--- src/include/pisc_pkg.sv ---
// Shared constants and types for the phrase index memory controller
`default_nettype none
package pisc_pkg;
    // ------------------------------------------------------------
    // Memory map
    // ------------------------------------------------------------
    localparam logic [19:0] INDEX_BASE = 20'h00000; // First index byte
    localparam logic [7:0] INDEX_TOP = 8'hff; // Last index byte
    localparam logic [19:0] DATA_BASE = 20'h00100; // First voice byte
    localparam logic [19:0] MAX_ADDR = 20'h1ffff; // Four 256 Kbit parts
    localparam logic [2:0] SLOT_LAST_BYTE = 3'h2; // Bytes 0..2 used, 3 unused
    localparam logic [2:0] LOAD_LAST_BYTE = 3'h5; // Start 0..2, stop 3..5
    localparam logic [1:0] SLOT_SHIFT = 2'h0; // Low bits of a slot base

    // ------------------------------------------------------------
    // Reset values and fixed pin levels
    // ------------------------------------------------------------
    localparam logic [1:0] RATE_8K = 2'h0; // Bit rate after clear
    localparam logic [14:0] STANDBY_REQUEST_ADDR = 15'h0002; // Address bit 1 high
    localparam logic [3:0] BANK_IDLE = 4'hf; // All bank selects inactive
    localparam logic [1:0] STOP_COUNT_END = 2'h2; // Stops that end playback
    localparam int CLOCK_PERIOD_NS = 10; // 100 MHz

    // ------------------------------------------------------------
    // Sequencer states
    // ------------------------------------------------------------
    typedef enum logic [3:0] {
        S_CLR, S_INIT, S_WAIT, S_RIDX, S_REC, S_RSTOP,
        S_PLD, S_PLAY, S_BUMP, S_DMA, S_STANDBY_REQUEST
    } pisc_state_t;
endpackage : pisc_pkg
`default_nettype wire

--- src/logic/pisc_top.sv ---
// Phrase index voice memory controller
`timescale 1ns/1ps
`default_nettype none
module pisc_top (
    input wire logic clock, // 100 MHz clock
    input wire logic nrst, // Async reset, active low
    input wire logic clkEn, // Freezes all state when low
    input wire logic asyncClearN, // Clear input, active low
    input wire logic startReq, // Start pulse
    input wire logic stopReq, // Stop pulse
    input wire logic recWaitReq, // Go to recording waiting
    input wire logic playWaitReq, // Go to playback waiting
    input wire logic [5:0] phraseSel, // Phrase number for next start
    input wire logic cfgLoad, // Load rate and detector enable
    input wire logic [1:0] cfgRate, // Bit rate code
    input wire logic cfgOvfEn, // Overflow detector enable
    input wire logic standbyReq, // Standby request level
    input wire logic hostRdN, // Host read strobe
    input wire logic hostWrN, // Host write strobe
    output logic [3:0] hostNibbleOut, // Status nibble to host
    output logic hostNibbleOe, // Nibble bus driven
    output logic [14:0] sramAddr, // Memory address lines
    output logic sramAddrOe, // Address lines driven
    output logic [7:0] sramDataOut, // Memory write data
    input wire logic [7:0] sramDataIn, // Memory read data
    output logic sramDataOe, // Data lines driven
    output logic [3:0] sramBankSelN, // Bank selects, active low
    output logic sramBankSelOe, // Bank selects driven
    output logic sramWriteSelN, // Write select, active low
    output logic sramWriteSelOe, // Write select driven
    input wire logic [7:0] recData, // Voice byte to record
    input wire logic recValid, // Voice byte offered
    output logic recReady, // Voice byte taken
    output logic [7:0] playData, // Voice byte played
    output logic playValid, // Played byte valid
    input wire logic playReady, // Receiver takes byte
    output logic endOfSeq, // End of sequence output
    output logic busy, // Busy status
    output logic overflowFlag, // Overflow status
    output logic [1:0] bitRate, // Selected bit rate
    output logic oscRun, // Oscillator enable
    output logic pullEnable // Input pulls connected
);
    import pisc_pkg::*;

    pisc_state_t state;
    logic ph; // Second half of a memory access
    logic [2:0] byteIdx;
    logic [7:0] idxCnt;
    logic [5:0] phrR;
    logic recMode;
    logic [1:0] stopCnt;
    logic stopPend;
    logic [19:0] cntR;
    logic [19:0] stopR;
    logic [19:0] startR;
    logic ovfEn;
    logic cmpFf;
    logic [7:0] tailR;
    logic tailValid;
    logic accNxt;
    logic wrNxt;
    logic [19:0] aNxt;
    logic [7:0] dNxt;
    logic recAccept;
    logic ovfHit;
    logic push;
    logic pop;

    // ------------------------------------------------------------
    // Slot helpers
    // ------------------------------------------------------------
    // Bytes 0..2 of phrase p, or 3..5 mapping onto slot p+1
    function automatic logic [19:0] slotAddr(input logic [5:0] p, input logic [2:0] b);
        logic [5:0] q;
        logic [1:0] o;
        q = (b > SLOT_LAST_BYTE) ? 6'(p + 6'h1) : p;
        o = (b > SLOT_LAST_BYTE) ? 2'(b - 3'h3) : b[1:0];
        slotAddr = INDEX_BASE | {12'h000, q, SLOT_SHIFT} | {18'h00000, o};
    endfunction : slotAddr

    function automatic logic [7:0] slotByte(input logic [19:0] a, input logic [1:0] b);
        unique case (b)
            2'h0: slotByte = a[7:0];
            2'h1: slotByte = a[15:8];
            default: slotByte = {4'h0, a[19:16]};
        endcase
    endfunction : slotByte

    // ------------------------------------------------------------
    // Access decode
    // ------------------------------------------------------------
    // Access set up in the first half, active on the pins in the second
    assign recAccept = state == S_REC && !ph && recValid && recReady;
    assign ovfHit = ovfEn && cntR == MAX_ADDR;
    assign push = state == S_PLAY && ph;
    assign pop = playValid && playReady;

    always_comb begin
        accNxt = 1'b0;
        wrNxt = 1'b0;
        aNxt = cntR;
        dNxt = 8'h00;
        unique case (state)
            S_INIT: begin
                accNxt = !ph;
                wrNxt = 1'b1;
                aNxt = {12'h000, idxCnt};
            end
            S_RIDX, S_RSTOP: begin
                accNxt = !ph;
                wrNxt = 1'b1;
                aNxt = slotAddr(phrR, (state == S_RSTOP) ? 3'(byteIdx + 3'h3) : byteIdx);
                dNxt = slotByte(cntR, byteIdx[1:0]);
            end
            S_REC: begin
                accNxt = recAccept;
                wrNxt = 1'b1;
                dNxt = recData;
            end
            S_PLD: begin
                accNxt = !ph;
                aNxt = slotAddr(phrR, byteIdx);
            end
            S_PLAY: accNxt = !ph && !tailValid && stopCnt != STOP_COUNT_END;
            default: accNxt = 1'b0;
        endcase
    end

    // ------------------------------------------------------------
    // Sequencer
    // ------------------------------------------------------------
    // Clear input wins over everything else
    always_ff @(posedge clock or negedge nrst) begin
        if (!nrst) begin
            state <= S_CLR;
            ph <= 1'b0;
            byteIdx <= 3'h0;
            idxCnt <= 8'h00;
            phrR <= 6'h00;
            recMode <= 1'b0;
        end else if (clkEn) begin
            ph <= asyncClearN && accNxt;
            if (!asyncClearN) begin
                state <= S_CLR;
            end else begin
                unique case (state)
                    S_CLR: begin
                        state <= S_INIT;
                        idxCnt <= 8'h00;
                        recMode <= 1'b0;
                    end
                    S_INIT: if (ph) begin
                        idxCnt <= idxCnt + 8'h01;
                        if (idxCnt == INDEX_TOP) state <= S_WAIT;
                    end
                    S_WAIT: begin
                        byteIdx <= 3'h0;
                        if (!hostRdN && !hostWrN) begin
                            state <= S_DMA;
                        end else if (standbyReq) begin
                            state <= S_STANDBY_REQUEST;
                        end else if (startReq) begin
                            phrR <= phraseSel;
                            state <= recMode ? S_RIDX : S_PLD;
                        end else if (recWaitReq) begin
                            recMode <= 1'b1;
                        end else if (playWaitReq) begin
                            recMode <= 1'b0;
                        end
                    end
                    S_RIDX, S_RSTOP: if (ph) begin
                        byteIdx <= byteIdx + 3'h1;
                        if (byteIdx == SLOT_LAST_BYTE) begin
                            byteIdx <= 3'h0;
                            state <= (state == S_RIDX) ? S_REC : S_BUMP;
                        end
                    end
                    S_REC: begin
                        if (ph && ovfHit) state <= S_RSTOP;
                        else if (!ph && stopPend && !recAccept) state <= S_RSTOP;
                    end
                    S_PLD: if (ph) begin
                        byteIdx <= byteIdx + 3'h1;
                        if (byteIdx == LOAD_LAST_BYTE) begin
                            // Zero start means the slot was never recorded
                            state <= (startR == 20'h00000) ? S_WAIT : S_PLAY;
                        end
                    end
                    S_PLAY: begin
                        if (!ph && stopCnt == STOP_COUNT_END) state <= S_BUMP;
                        // Match on the advanced count: ends with the counter at stop, bump makes stop+1
                        else if (ph && cmpFf && 20'(cntR + 20'h00001) == stopR)
                            state <= S_BUMP;
                    end
                    S_BUMP: state <= S_WAIT;
                    S_DMA: if (hostRdN && hostWrN) state <= S_WAIT;
                    S_STANDBY_REQUEST: if (!standbyReq) state <= S_WAIT;
                endcase
            end
        end
    end

    // Stop requests counted during playback, latched as pending during recording
    always_ff @(posedge clock or negedge nrst) begin
        if (!nrst) begin
            stopCnt <= 2'h0;
            stopPend <= 1'b0;
        end else if (clkEn) begin
            stopPend <= state == S_REC && (stopPend || stopReq);
            if (state != S_PLAY) stopCnt <= 2'h0;
            else if (stopReq && stopCnt != STOP_COUNT_END) stopCnt <= stopCnt + 2'h1;
        end
    end

    // ------------------------------------------------------------
    // Address counter and stop register
    // ------------------------------------------------------------
    always_ff @(posedge clock or negedge nrst) begin
        if (!nrst) begin
            cntR <= DATA_BASE;
            stopR <= DATA_BASE;
            startR <= 20'h00000;
        end else if (clkEn) begin
            if (state == S_CLR) begin
                cntR <= DATA_BASE;
                stopR <= DATA_BASE;
            end else if (state == S_BUMP) begin
                cntR <= cntR + 20'h00001;
            end else if (ph && state == S_REC && !ovfHit) begin
                cntR <= cntR + 20'h00001;
            end else if (ph && state == S_PLAY) begin
                cntR <= cntR + 20'h00001;
            end else if (ph && state == S_PLD) begin
                unique case (byteIdx)
                    3'h0: startR[7:0] <= sramDataIn;
                    3'h1: startR[15:8] <= sramDataIn;
                    3'h2: startR[19:16] <= sramDataIn[3:0];
                    3'h3: stopR[7:0] <= sramDataIn;
                    3'h4: stopR[15:8] <= sramDataIn;
                    default: begin
                        stopR[19:16] <= sramDataIn[3:0];
                        // Unrecorded slot keeps the counter, so a later recording stays clear of the index
                        if (startR != 20'h00000) cntR <= startR;
                    end
                endcase
            end
        end
    end

    // ------------------------------------------------------------
    // Memory pins
    // ------------------------------------------------------------
    // Standby and hand-off override normal drive
    always_ff @(posedge clock or negedge nrst) begin
        if (!nrst) begin
            sramAddr <= 15'h0000;
            sramAddrOe <= 1'b1;
            sramDataOut <= 8'h00;
            sramDataOe <= 1'b0;
            sramBankSelN <= BANK_IDLE;
            sramBankSelOe <= 1'b1;
            sramWriteSelN <= 1'b1;
            sramWriteSelOe <= 1'b1;
        end else if (clkEn) begin
            if (state == S_STANDBY_REQUEST) begin
                sramAddr <= STANDBY_REQUEST_ADDR;
                sramAddrOe <= 1'b1;
                sramDataOut <= 8'h00;
                sramDataOe <= 1'b1;
                sramBankSelN <= BANK_IDLE;
                sramBankSelOe <= 1'b1;
                sramWriteSelN <= 1'b0;
                sramWriteSelOe <= 1'b1;
            end else begin
                sramAddr <= aNxt[14:0];
                sramAddrOe <= state != S_DMA;
                sramDataOut <= dNxt;
                sramDataOe <= state != S_DMA && accNxt && wrNxt;
                sramBankSelN <= accNxt ? ~(4'h1 << aNxt[16:15]) : BANK_IDLE;
                sramBankSelOe <= state != S_DMA;
                sramWriteSelN <= !(accNxt && wrNxt);
                sramWriteSelOe <= state != S_DMA;
            end
        end
    end

    // ------------------------------------------------------------
    // Voice byte paths
    // ------------------------------------------------------------
    // Record side takes one byte per write slot
    always_ff @(posedge clock or negedge nrst) begin
        if (!nrst) begin
            recReady <= 1'b0;
        end else if (clkEn) begin
            recReady <= asyncClearN && !stopReq && !stopPend &&
                ((state == S_RIDX && ph && byteIdx == SLOT_LAST_BYTE) ||
                 (state == S_REC && ph && !ovfHit) ||
                 (state == S_REC && !ph && !recAccept));
        end
    end

    // Two-entry buffer; fetch stalls while the back entry is full
    always_ff @(posedge clock or negedge nrst) begin
        if (!nrst) begin
            playData <= 8'h00;
            playValid <= 1'b0;
            tailR <= 8'h00;
            tailValid <= 1'b0;
        end else if (clkEn) begin
            if (pop) begin
                playData <= tailR;
                playValid <= tailValid;
                tailValid <= 1'b0;
            end
            if (push) begin
                if (pop ? !tailValid : !playValid) begin
                    playData <= sramDataIn;
                    playValid <= 1'b1;
                end else begin
                    tailR <= sramDataIn;
                    tailValid <= 1'b1;
                end
            end
        end
    end

    // ------------------------------------------------------------
    // Status and configuration
    // ------------------------------------------------------------
    always_ff @(posedge clock or negedge nrst) begin
        if (!nrst) begin
            busy <= 1'b1;
            endOfSeq <= 1'b1;
            overflowFlag <= 1'b0;
            bitRate <= RATE_8K;
            ovfEn <= 1'b1;
            cmpFf <= 1'b0;
            oscRun <= 1'b1;
            pullEnable <= 1'b1;
            hostNibbleOut <= 4'h0;
            hostNibbleOe <= 1'b0;
        end else if (clkEn) begin
            busy <= !asyncClearN || state == S_CLR || state == S_INIT;
            endOfSeq <= state == S_WAIT || state == S_DMA || state == S_STANDBY_REQUEST;
            oscRun <= state != S_STANDBY_REQUEST;
            pullEnable <= state != S_STANDBY_REQUEST;
            hostNibbleOut <= {1'b0, overflowFlag, busy, endOfSeq};
            // Read strobe first: drive status until write falls
            hostNibbleOe <= !hostRdN && hostWrN && state != S_DMA;
            if (state == S_CLR) begin
                overflowFlag <= 1'b0;
                bitRate <= RATE_8K;
                ovfEn <= 1'b1;
                cmpFf <= 1'b0;
            end else begin
                if (state == S_REC && ph && ovfHit) overflowFlag <= 1'b1;
                if (state == S_WAIT && cfgLoad) begin
                    bitRate <= cfgRate;
                    ovfEn <= cfgOvfEn;
                end
                if (state == S_PLD) cmpFf <= 1'b1;
            end
        end
    end

    // ------------------------------------------------------------
    // Checks
    // ------------------------------------------------------------
    data_region_a: assert property (@(posedge clock) disable iff (!nrst || !clkEn)
        (state == S_REC && accNxt) |-> aNxt >= DATA_BASE)
        else $error("voice write inside index region");
    start_slot_a: assert property (@(posedge clock) disable iff (!nrst || !clkEn)
        (state == S_RIDX && ph && byteIdx == 3'h0) |->
        sramAddr == {7'h00, phrR, 2'h0} && sramDataOut == cntR[7:0] && !sramWriteSelN)
        else $error("start address not written to slot");
    end_bump_a: assert property (@(posedge clock) disable iff (!nrst || !clkEn)
        (state == S_BUMP && asyncClearN) |=> cntR == $past(cntR) + 20'h00001 && state == S_WAIT)
        else $error("counter not bumped at end");
    play_load_a: assert property (@(posedge clock) disable iff (!nrst || !clkEn)
        $rose(state == S_PLAY) |-> $past(state) == S_PLD && $past(byteIdx) == LOAD_LAST_BYTE)
        else $error("playback without index load");
    two_stop_a: assert property (@(posedge clock) disable iff (!nrst || !clkEn)
        (state == S_PLAY && !ph && stopCnt != STOP_COUNT_END && asyncClearN) |=> state == S_PLAY)
        else $error("playback left before second stop");
    dma_float_a: assert property (@(posedge clock) disable iff (!nrst || !clkEn)
        (state == S_DMA) |=> !sramAddrOe && !sramDataOe && !sramBankSelOe && !sramWriteSelOe)
        else $error("memory pins driven during hand-off");
    nib_drive_a: assert property (@(posedge clock) disable iff (!nrst || !clkEn)
        (!hostRdN && hostWrN && state != S_DMA) |=> hostNibbleOe ##0 hostNibbleOut[2] == $past(busy))
        else $error("status nibble not driven");
    standby_pins_a: assert property (@(posedge clock) disable iff (!nrst || !clkEn)
        (state == S_STANDBY_REQUEST) |=> sramBankSelN == BANK_IDLE && sramAddr == STANDBY_REQUEST_ADDR &&
        endOfSeq && !sramWriteSelN && !oscRun && !pullEnable)
        else $error("standby pin levels wrong");
    clear_busy_a: assert property (@(posedge clock) disable iff (!nrst || !clkEn)
        !asyncClearN |=> busy && state == S_CLR && !recReady)
        else $error("clear did not halt");
    init_preset_a: assert property (@(posedge clock) disable iff (!nrst || !clkEn)
        (state == S_CLR && asyncClearN) |=> cntR == DATA_BASE && stopR == DATA_BASE &&
        state == S_INIT && ovfEn && !overflowFlag && bitRate == RATE_8K)
        else $error("post-clear preset wrong");
endmodule : pisc_top
`default_nettype wire

--- config.mk ---
export PLATFORM = sky130hd
export DESIGN_NAME = pisc_top
export DESIGN_NICKNAME = d
export VERILOG_FILES = /design/src/include/pisc_pkg.sv /design/src/logic/pisc_top.sv
export SDC_FILE = /design/constraint.sdc
export NUM_CORES = 1
export LEC_CHECK = 0
export BUFFER_PORTS_ARGS = -buffer_cell sky130_fd_sc_hd__buf_2
export CELL_PAD_IN_SITES_DETAIL_PLACEMENT = 0
export CELL_PAD_IN_SITES_GLOBAL_PLACEMENT = 1
export CORE_AREA = 2 2 166 136
export CTS_CLUSTER_SIZE = 8
export DETAILED_ROUTE_END_ITERATION = 10
export DIE_AREA = 0 0 168 138
export PLACE_DENSITY_LB_ADDON = 0.1
export SLEW_MARGIN = 10
export SYNTH_ARGS = -nofsm -noshare
export SYNTH_HDL_FRONTEND = slang
export SYNTH_SLANG_ARGS = --single-unit
export TNS_END_PERCENT = 20
--- constraint.sdc ---
create_clock -name clock -period 3.7 [get_ports clock]
set_clock_uncertainty 0.1 [all_clocks]
set_input_delay 0.185 -clock clock [delete_from_list [all_inputs] [get_ports clock]]
set_output_delay 0.185 -clock clock [all_outputs]
set_load 0.005 [all_outputs]
==> out/summary.md <==
In this run the tightest slew margin relative to its limit is 37.2%. The net count after synthesis is 959. The floorplan step defined a die boundary enclosing 23,200 µm². The clock reaches the later pin of the worst-skew pair after 0.43 ns. Relative to the synthesized area, the layout overhead comes to 19.7%. Element type at the critical path end: a flip-flop. TritonCTS built the clock tree.

After global routing the overflow that remains totals 0. The count of placed standard cells in the final layout, fillers left out is 1,312. The final estimated routing congestion in global placement was 0.862; the wire length per cell after detailed routing was 21.5 µm. The initialized floorplan defines 49 standard-cell rows. Number of nets in the layout: 1,070.

The number of warnings issued by yosys was 0; the via count of the first global-routing pass was 7,426. By area the synthesized netlist is led by sky130_fd_sc_hd__dfrtp_1 40%, sky130_fd_sc_hd__nand2_1 5.1%, sky130_fd_sc_hd__mux2_2 5.1%. Entering global routing, the biggest net connects 84 pins. The share of post-route cells with drive strength above 1 is 22.5%, and the hold path depth is 3. For this design the top-level I/O count stands at 93.

From left edge to right edge, the die measures 168 µm. After synthesis, the most frequently instantiated cells are 135 x sky130_fd_sc_hd__dfrtp_1, 116 x sky130_fd_sc_hd__nand2_1, 71 x sky130_fd_sc_hd__nor2_1. In the final timing run, aggregate negative setup slack is 0 ns. The placed instance count was 1,250; the number of max-cap violations was 0. Number of enable flip-flop cells after synthesis: 0. Cells fill 46.5% of the core in the end. For hold timing, the worst endpoint is recMode. In this run the worst path has a maximum fanout of 11. Static power due to leakage: 4.49 nW. For the worst setup timing slack at the placement stage, the log shows 0.451 ns. The tools report the number of iterations in the first detailed-routing pass as 7. The arrival time of data at the critical path endpoint is 3.47 ns. The post-placement cell area was 9240 µm². Across the VDD grid, the largest voltage drop is 260 µV. The tools report the number of antenna violations at the first check in global routing as 1.

The number of setup buffers added after CTS is 0. The hold path startpoint is startReq. The number of pins exceeding their max-slew limit in the final report was 0.

After detailed routing, the number of remaining DRC violations is 0. STA classifies the critical path startpoint as a flip-flop. After synthesis the netlist holds a flip-flop and latch count of 147. The number of gates resized after CTS was 0.

The tools report the register-to-register setup slack as 0.45 ns. The tools report the number of setup violations in the final report as 0. Derived from the worst setup path, the maximum achievable clock frequency is 307 MHz.

For the global-route wire length before repair, the log shows 44,700 µm. The most used flip-flop cell after synthesis is sky130_fd_sc_hd__dfrtp_1. The period utilization was 87.9%; the transition at the pin with the smallest max-transition slack was 0.940 ns. Once the floorplan was initialized, standard cells occupied 38.9% of the core.

The total global routing track utilization is 25.0%, and the post-route cell area is 10,100 µm². The power per cell area works out to 566 nW/µm². For the combined area of all synthesized cells, the log shows 8460 µm². In the post-synthesis netlist, the cell with the most instances is sky130_fd_sc_hd__dfrtp_1.

The tools report the CTS H-tree depth as 4. The path depth of the worst reg2reg path is 9. Source of the worst register-to-register timing path: cntR[0]. The number of clock sinks is 147. The post-synthesis average cell area is 9.31 µm², and the clock edge transition at the registers on the reported setup and hold paths is 0.07 ns. The maximum clock path buffer count is 2, and the number of vias per cell is 5.72. The proportion of synthesized chip area in sequential cells is 43.7%.

The core region is 21,800 µm². The tools report the worst flop-to-flop path endpoint as cntR[12]. The run gives 908 as the synthesized instance count. In this run the clock root is driven by a sky130_fd_sc_hd__clkbuf_16.

Once routing completed, OpenROAD measured the worst setup slack at 0.447 ns. Setup repair after global routing left no endpoint under its margin. For the count of inserted antenna diode cells, the log shows 0. Once detail routing completed, the nets flagged for antenna violations numbered 0. The worst setup path is of the flip-flop to flip-flop kind.

For the data required time at the worst endpoint, the log shows 3.92 ns. The CTS buffer count came out at 17. The run finished with clean final reports. The clock period could shrink to 3.25 ns. In the synthesized netlist the async set-or-reset flop fraction comes to 100%. The tightest min-delay check is of the input port to flip-flop type.

The HPWL after detailed placement is 20,200 µm. The number of different library cells used by synthesis comes to 85. The total number of vias is 7,503, and the final count of hold timing violations is 0. Overall power consumption after layout is estimated at 5.73 mW. Summed over all layers, the routed wires come to 28,200 µm. The dominant cell type by area after synthesis was sky130_fd_sc_hd__dfrtp_1. The DRC marker count from the first detailed-route iteration is 696. The hold buffer count at cts is 30, and the die extent in y is 138 µm. The fraction of synthesized cell area taken by the top area cell type came out at 40.0%. The number of buffer cells added on primary ports was 91; the worst hold-check slack was 0.0140 ns.
per-layer routing:
layer / routed length [µm] / vias to the layer above / track usage (%)
met5: 13 / - / 0
met4: 365 / 2 / 6.04
met1: 14200 / 3683 / 38.9
met3: 1730 / 26 / 4.44
li1: - / 3534 / -
met2: 11800 / 258 / 35.9
placed cells by master, fill, tap and decap left out, types with 4 or more instances in the layout:
cell,n
sky130_fd_sc_hd__dfrtp_1,135
sky130_fd_sc_hd__nand2_1,116
sky130_fd_sc_hd__buf_2,90
sky130_fd_sc_hd__nor2_1,71
sky130_fd_sc_hd__a21oi_1,53
sky130_fd_sc_hd__o21ai_0,50
sky130_fd_sc_hd__mux2_2,38
sky130_fd_sc_hd__nand3_1,34
sky130_fd_sc_hd__buf_4,32
sky130_fd_sc_hd__dlygate4sd3_1,30
sky130_fd_sc_hd__inv_1,28
sky130_fd_sc_hd__xnor2_1,26
sky130_fd_sc_hd__nor3_1,20
sky130_fd_sc_hd__mux2i_1,19
sky130_fd_sc_hd__o22ai_1,17
sky130_fd_sc_hd__clkbuf_16,17
sky130_fd_sc_hd__a22o_1,15
sky130_fd_sc_hd__xor2_1,14
sky130_fd_sc_hd__o2bb2ai_1,13
sky130_fd_sc_hd__nand4_1,12
sky130_fd_sc_hd__ha_1,12
sky130_fd_sc_hd__dfstp_2,12
sky130_fd_sc_hd__and3_1,11
sky130_fd_sc_hd__nor4_1,9
sky130_fd_sc_hd__nand2b_1,9
sky130_fd_sc_hd__a221oi_1,9
sky130_fd_sc_hd__o221a_2,8
sky130_fd_sc_hd__a211oi_1,7
sky130_fd_sc_hd__a22oi_1,7
sky130_fd_sc_hd__o211ai_1,6
sky130_fd_sc_hd__nor2b_1,5
sky130_fd_sc_hd__a31oi_1,5
sky130_fd_sc_hd__o221ai_1,5
sky130_fd_sc_hd__o21a_1,4
sky130_fd_sc_hd__or3_1,4
sky130_fd_sc_hd__clkinvlp_4,4
sequential cells by signal, summed over array words and instances (netlist names), 2 cells and up:
register       cells
phrR               6
tailR              8
sramDataOut        8
state              4
bitRate            2
sramAddr          15
byteIdx            3
idxCnt             8
stopCnt            2
cntR              20
startR            20
stopR             20
sramBankSelN       4
hostNibbleOut      3
playData           8
cells by family (layout without fill, tap and decap cells):
kind of cell	Yosys count	in the layout	synth area share [%]
simple gates	325	325	19.1
other cells	1	1	0.0443
compound gates	236	236	19.3
fa+ha+maj	12	12	1.78
xor+xnor	40	40	4.14
flops	147	147	43.7
mux	57	57	7.31
buf+inv	90	214	4.66
how the worst max path moves through the flow:
| stage | from | endpoint | slack, ns | cells past startpoint |
|---|---|---|---|---|
| after detailed placement | cntR[0] | cntR[12] | 0.45 | 9 |
| after global routing | cntR[0] | cntR[12] | 0.16 | 9 |
| after global placement | cntR[0] | cntR[12] | 0.63 | 9 |
| after CTS | cntR[0] | cntR[12] | 0.46 | 9 |
| after floorplan | cntR[0] | state[2] | 1.15 | 9 |
| final | cntR[0] | cntR[12] | 0.45 | 9 |
cell type report:
| type | count | area [µm²] |
|---|---|---|
| multi-input cells | 671 | 4370 |
| well taps | 280 | 350 |
| repair buffers | 154 | 1020 |
| clock buffers | 21 | 450 |
| inverters | 28 | 105 |
| flip-flops and latches | 147 | 3690 |
| clock inverters | 11 | 130 |
| fillers | 2119 | 11600 |
critical path, cell delays in order (launching register included):
cell and delay [ns]:
sky130_fd_sc_hd__dfrtp_1 0.50, sky130_fd_sc_hd__ha_1 0.29, sky130_fd_sc_hd__nand3_2 0.26, sky130_fd_sc_hd__nor4_2 0.59, sky130_fd_sc_hd__a21oi_1 0.15, sky130_fd_sc_hd__o21ai_2 0.33, sky130_fd_sc_hd__and2_0 0.38, sky130_fd_sc_hd__buf_4 0.24
sky130_fd_sc_hd__o41ai_1 0.07, sky130_fd_sc_hd__a22o_1 0.24
power by group:
group | total, mW | switching, mW | internal [mW]
logic | 1.88 | 1.14 | 0.734
registers | 2.10 | 0.264 | 1.83
clock network | 1.76 | 0.745 | 1.02
total | 5.73 | 2.15 | 3.58
No activity file was read; power rests on OpenSTA's default activity.
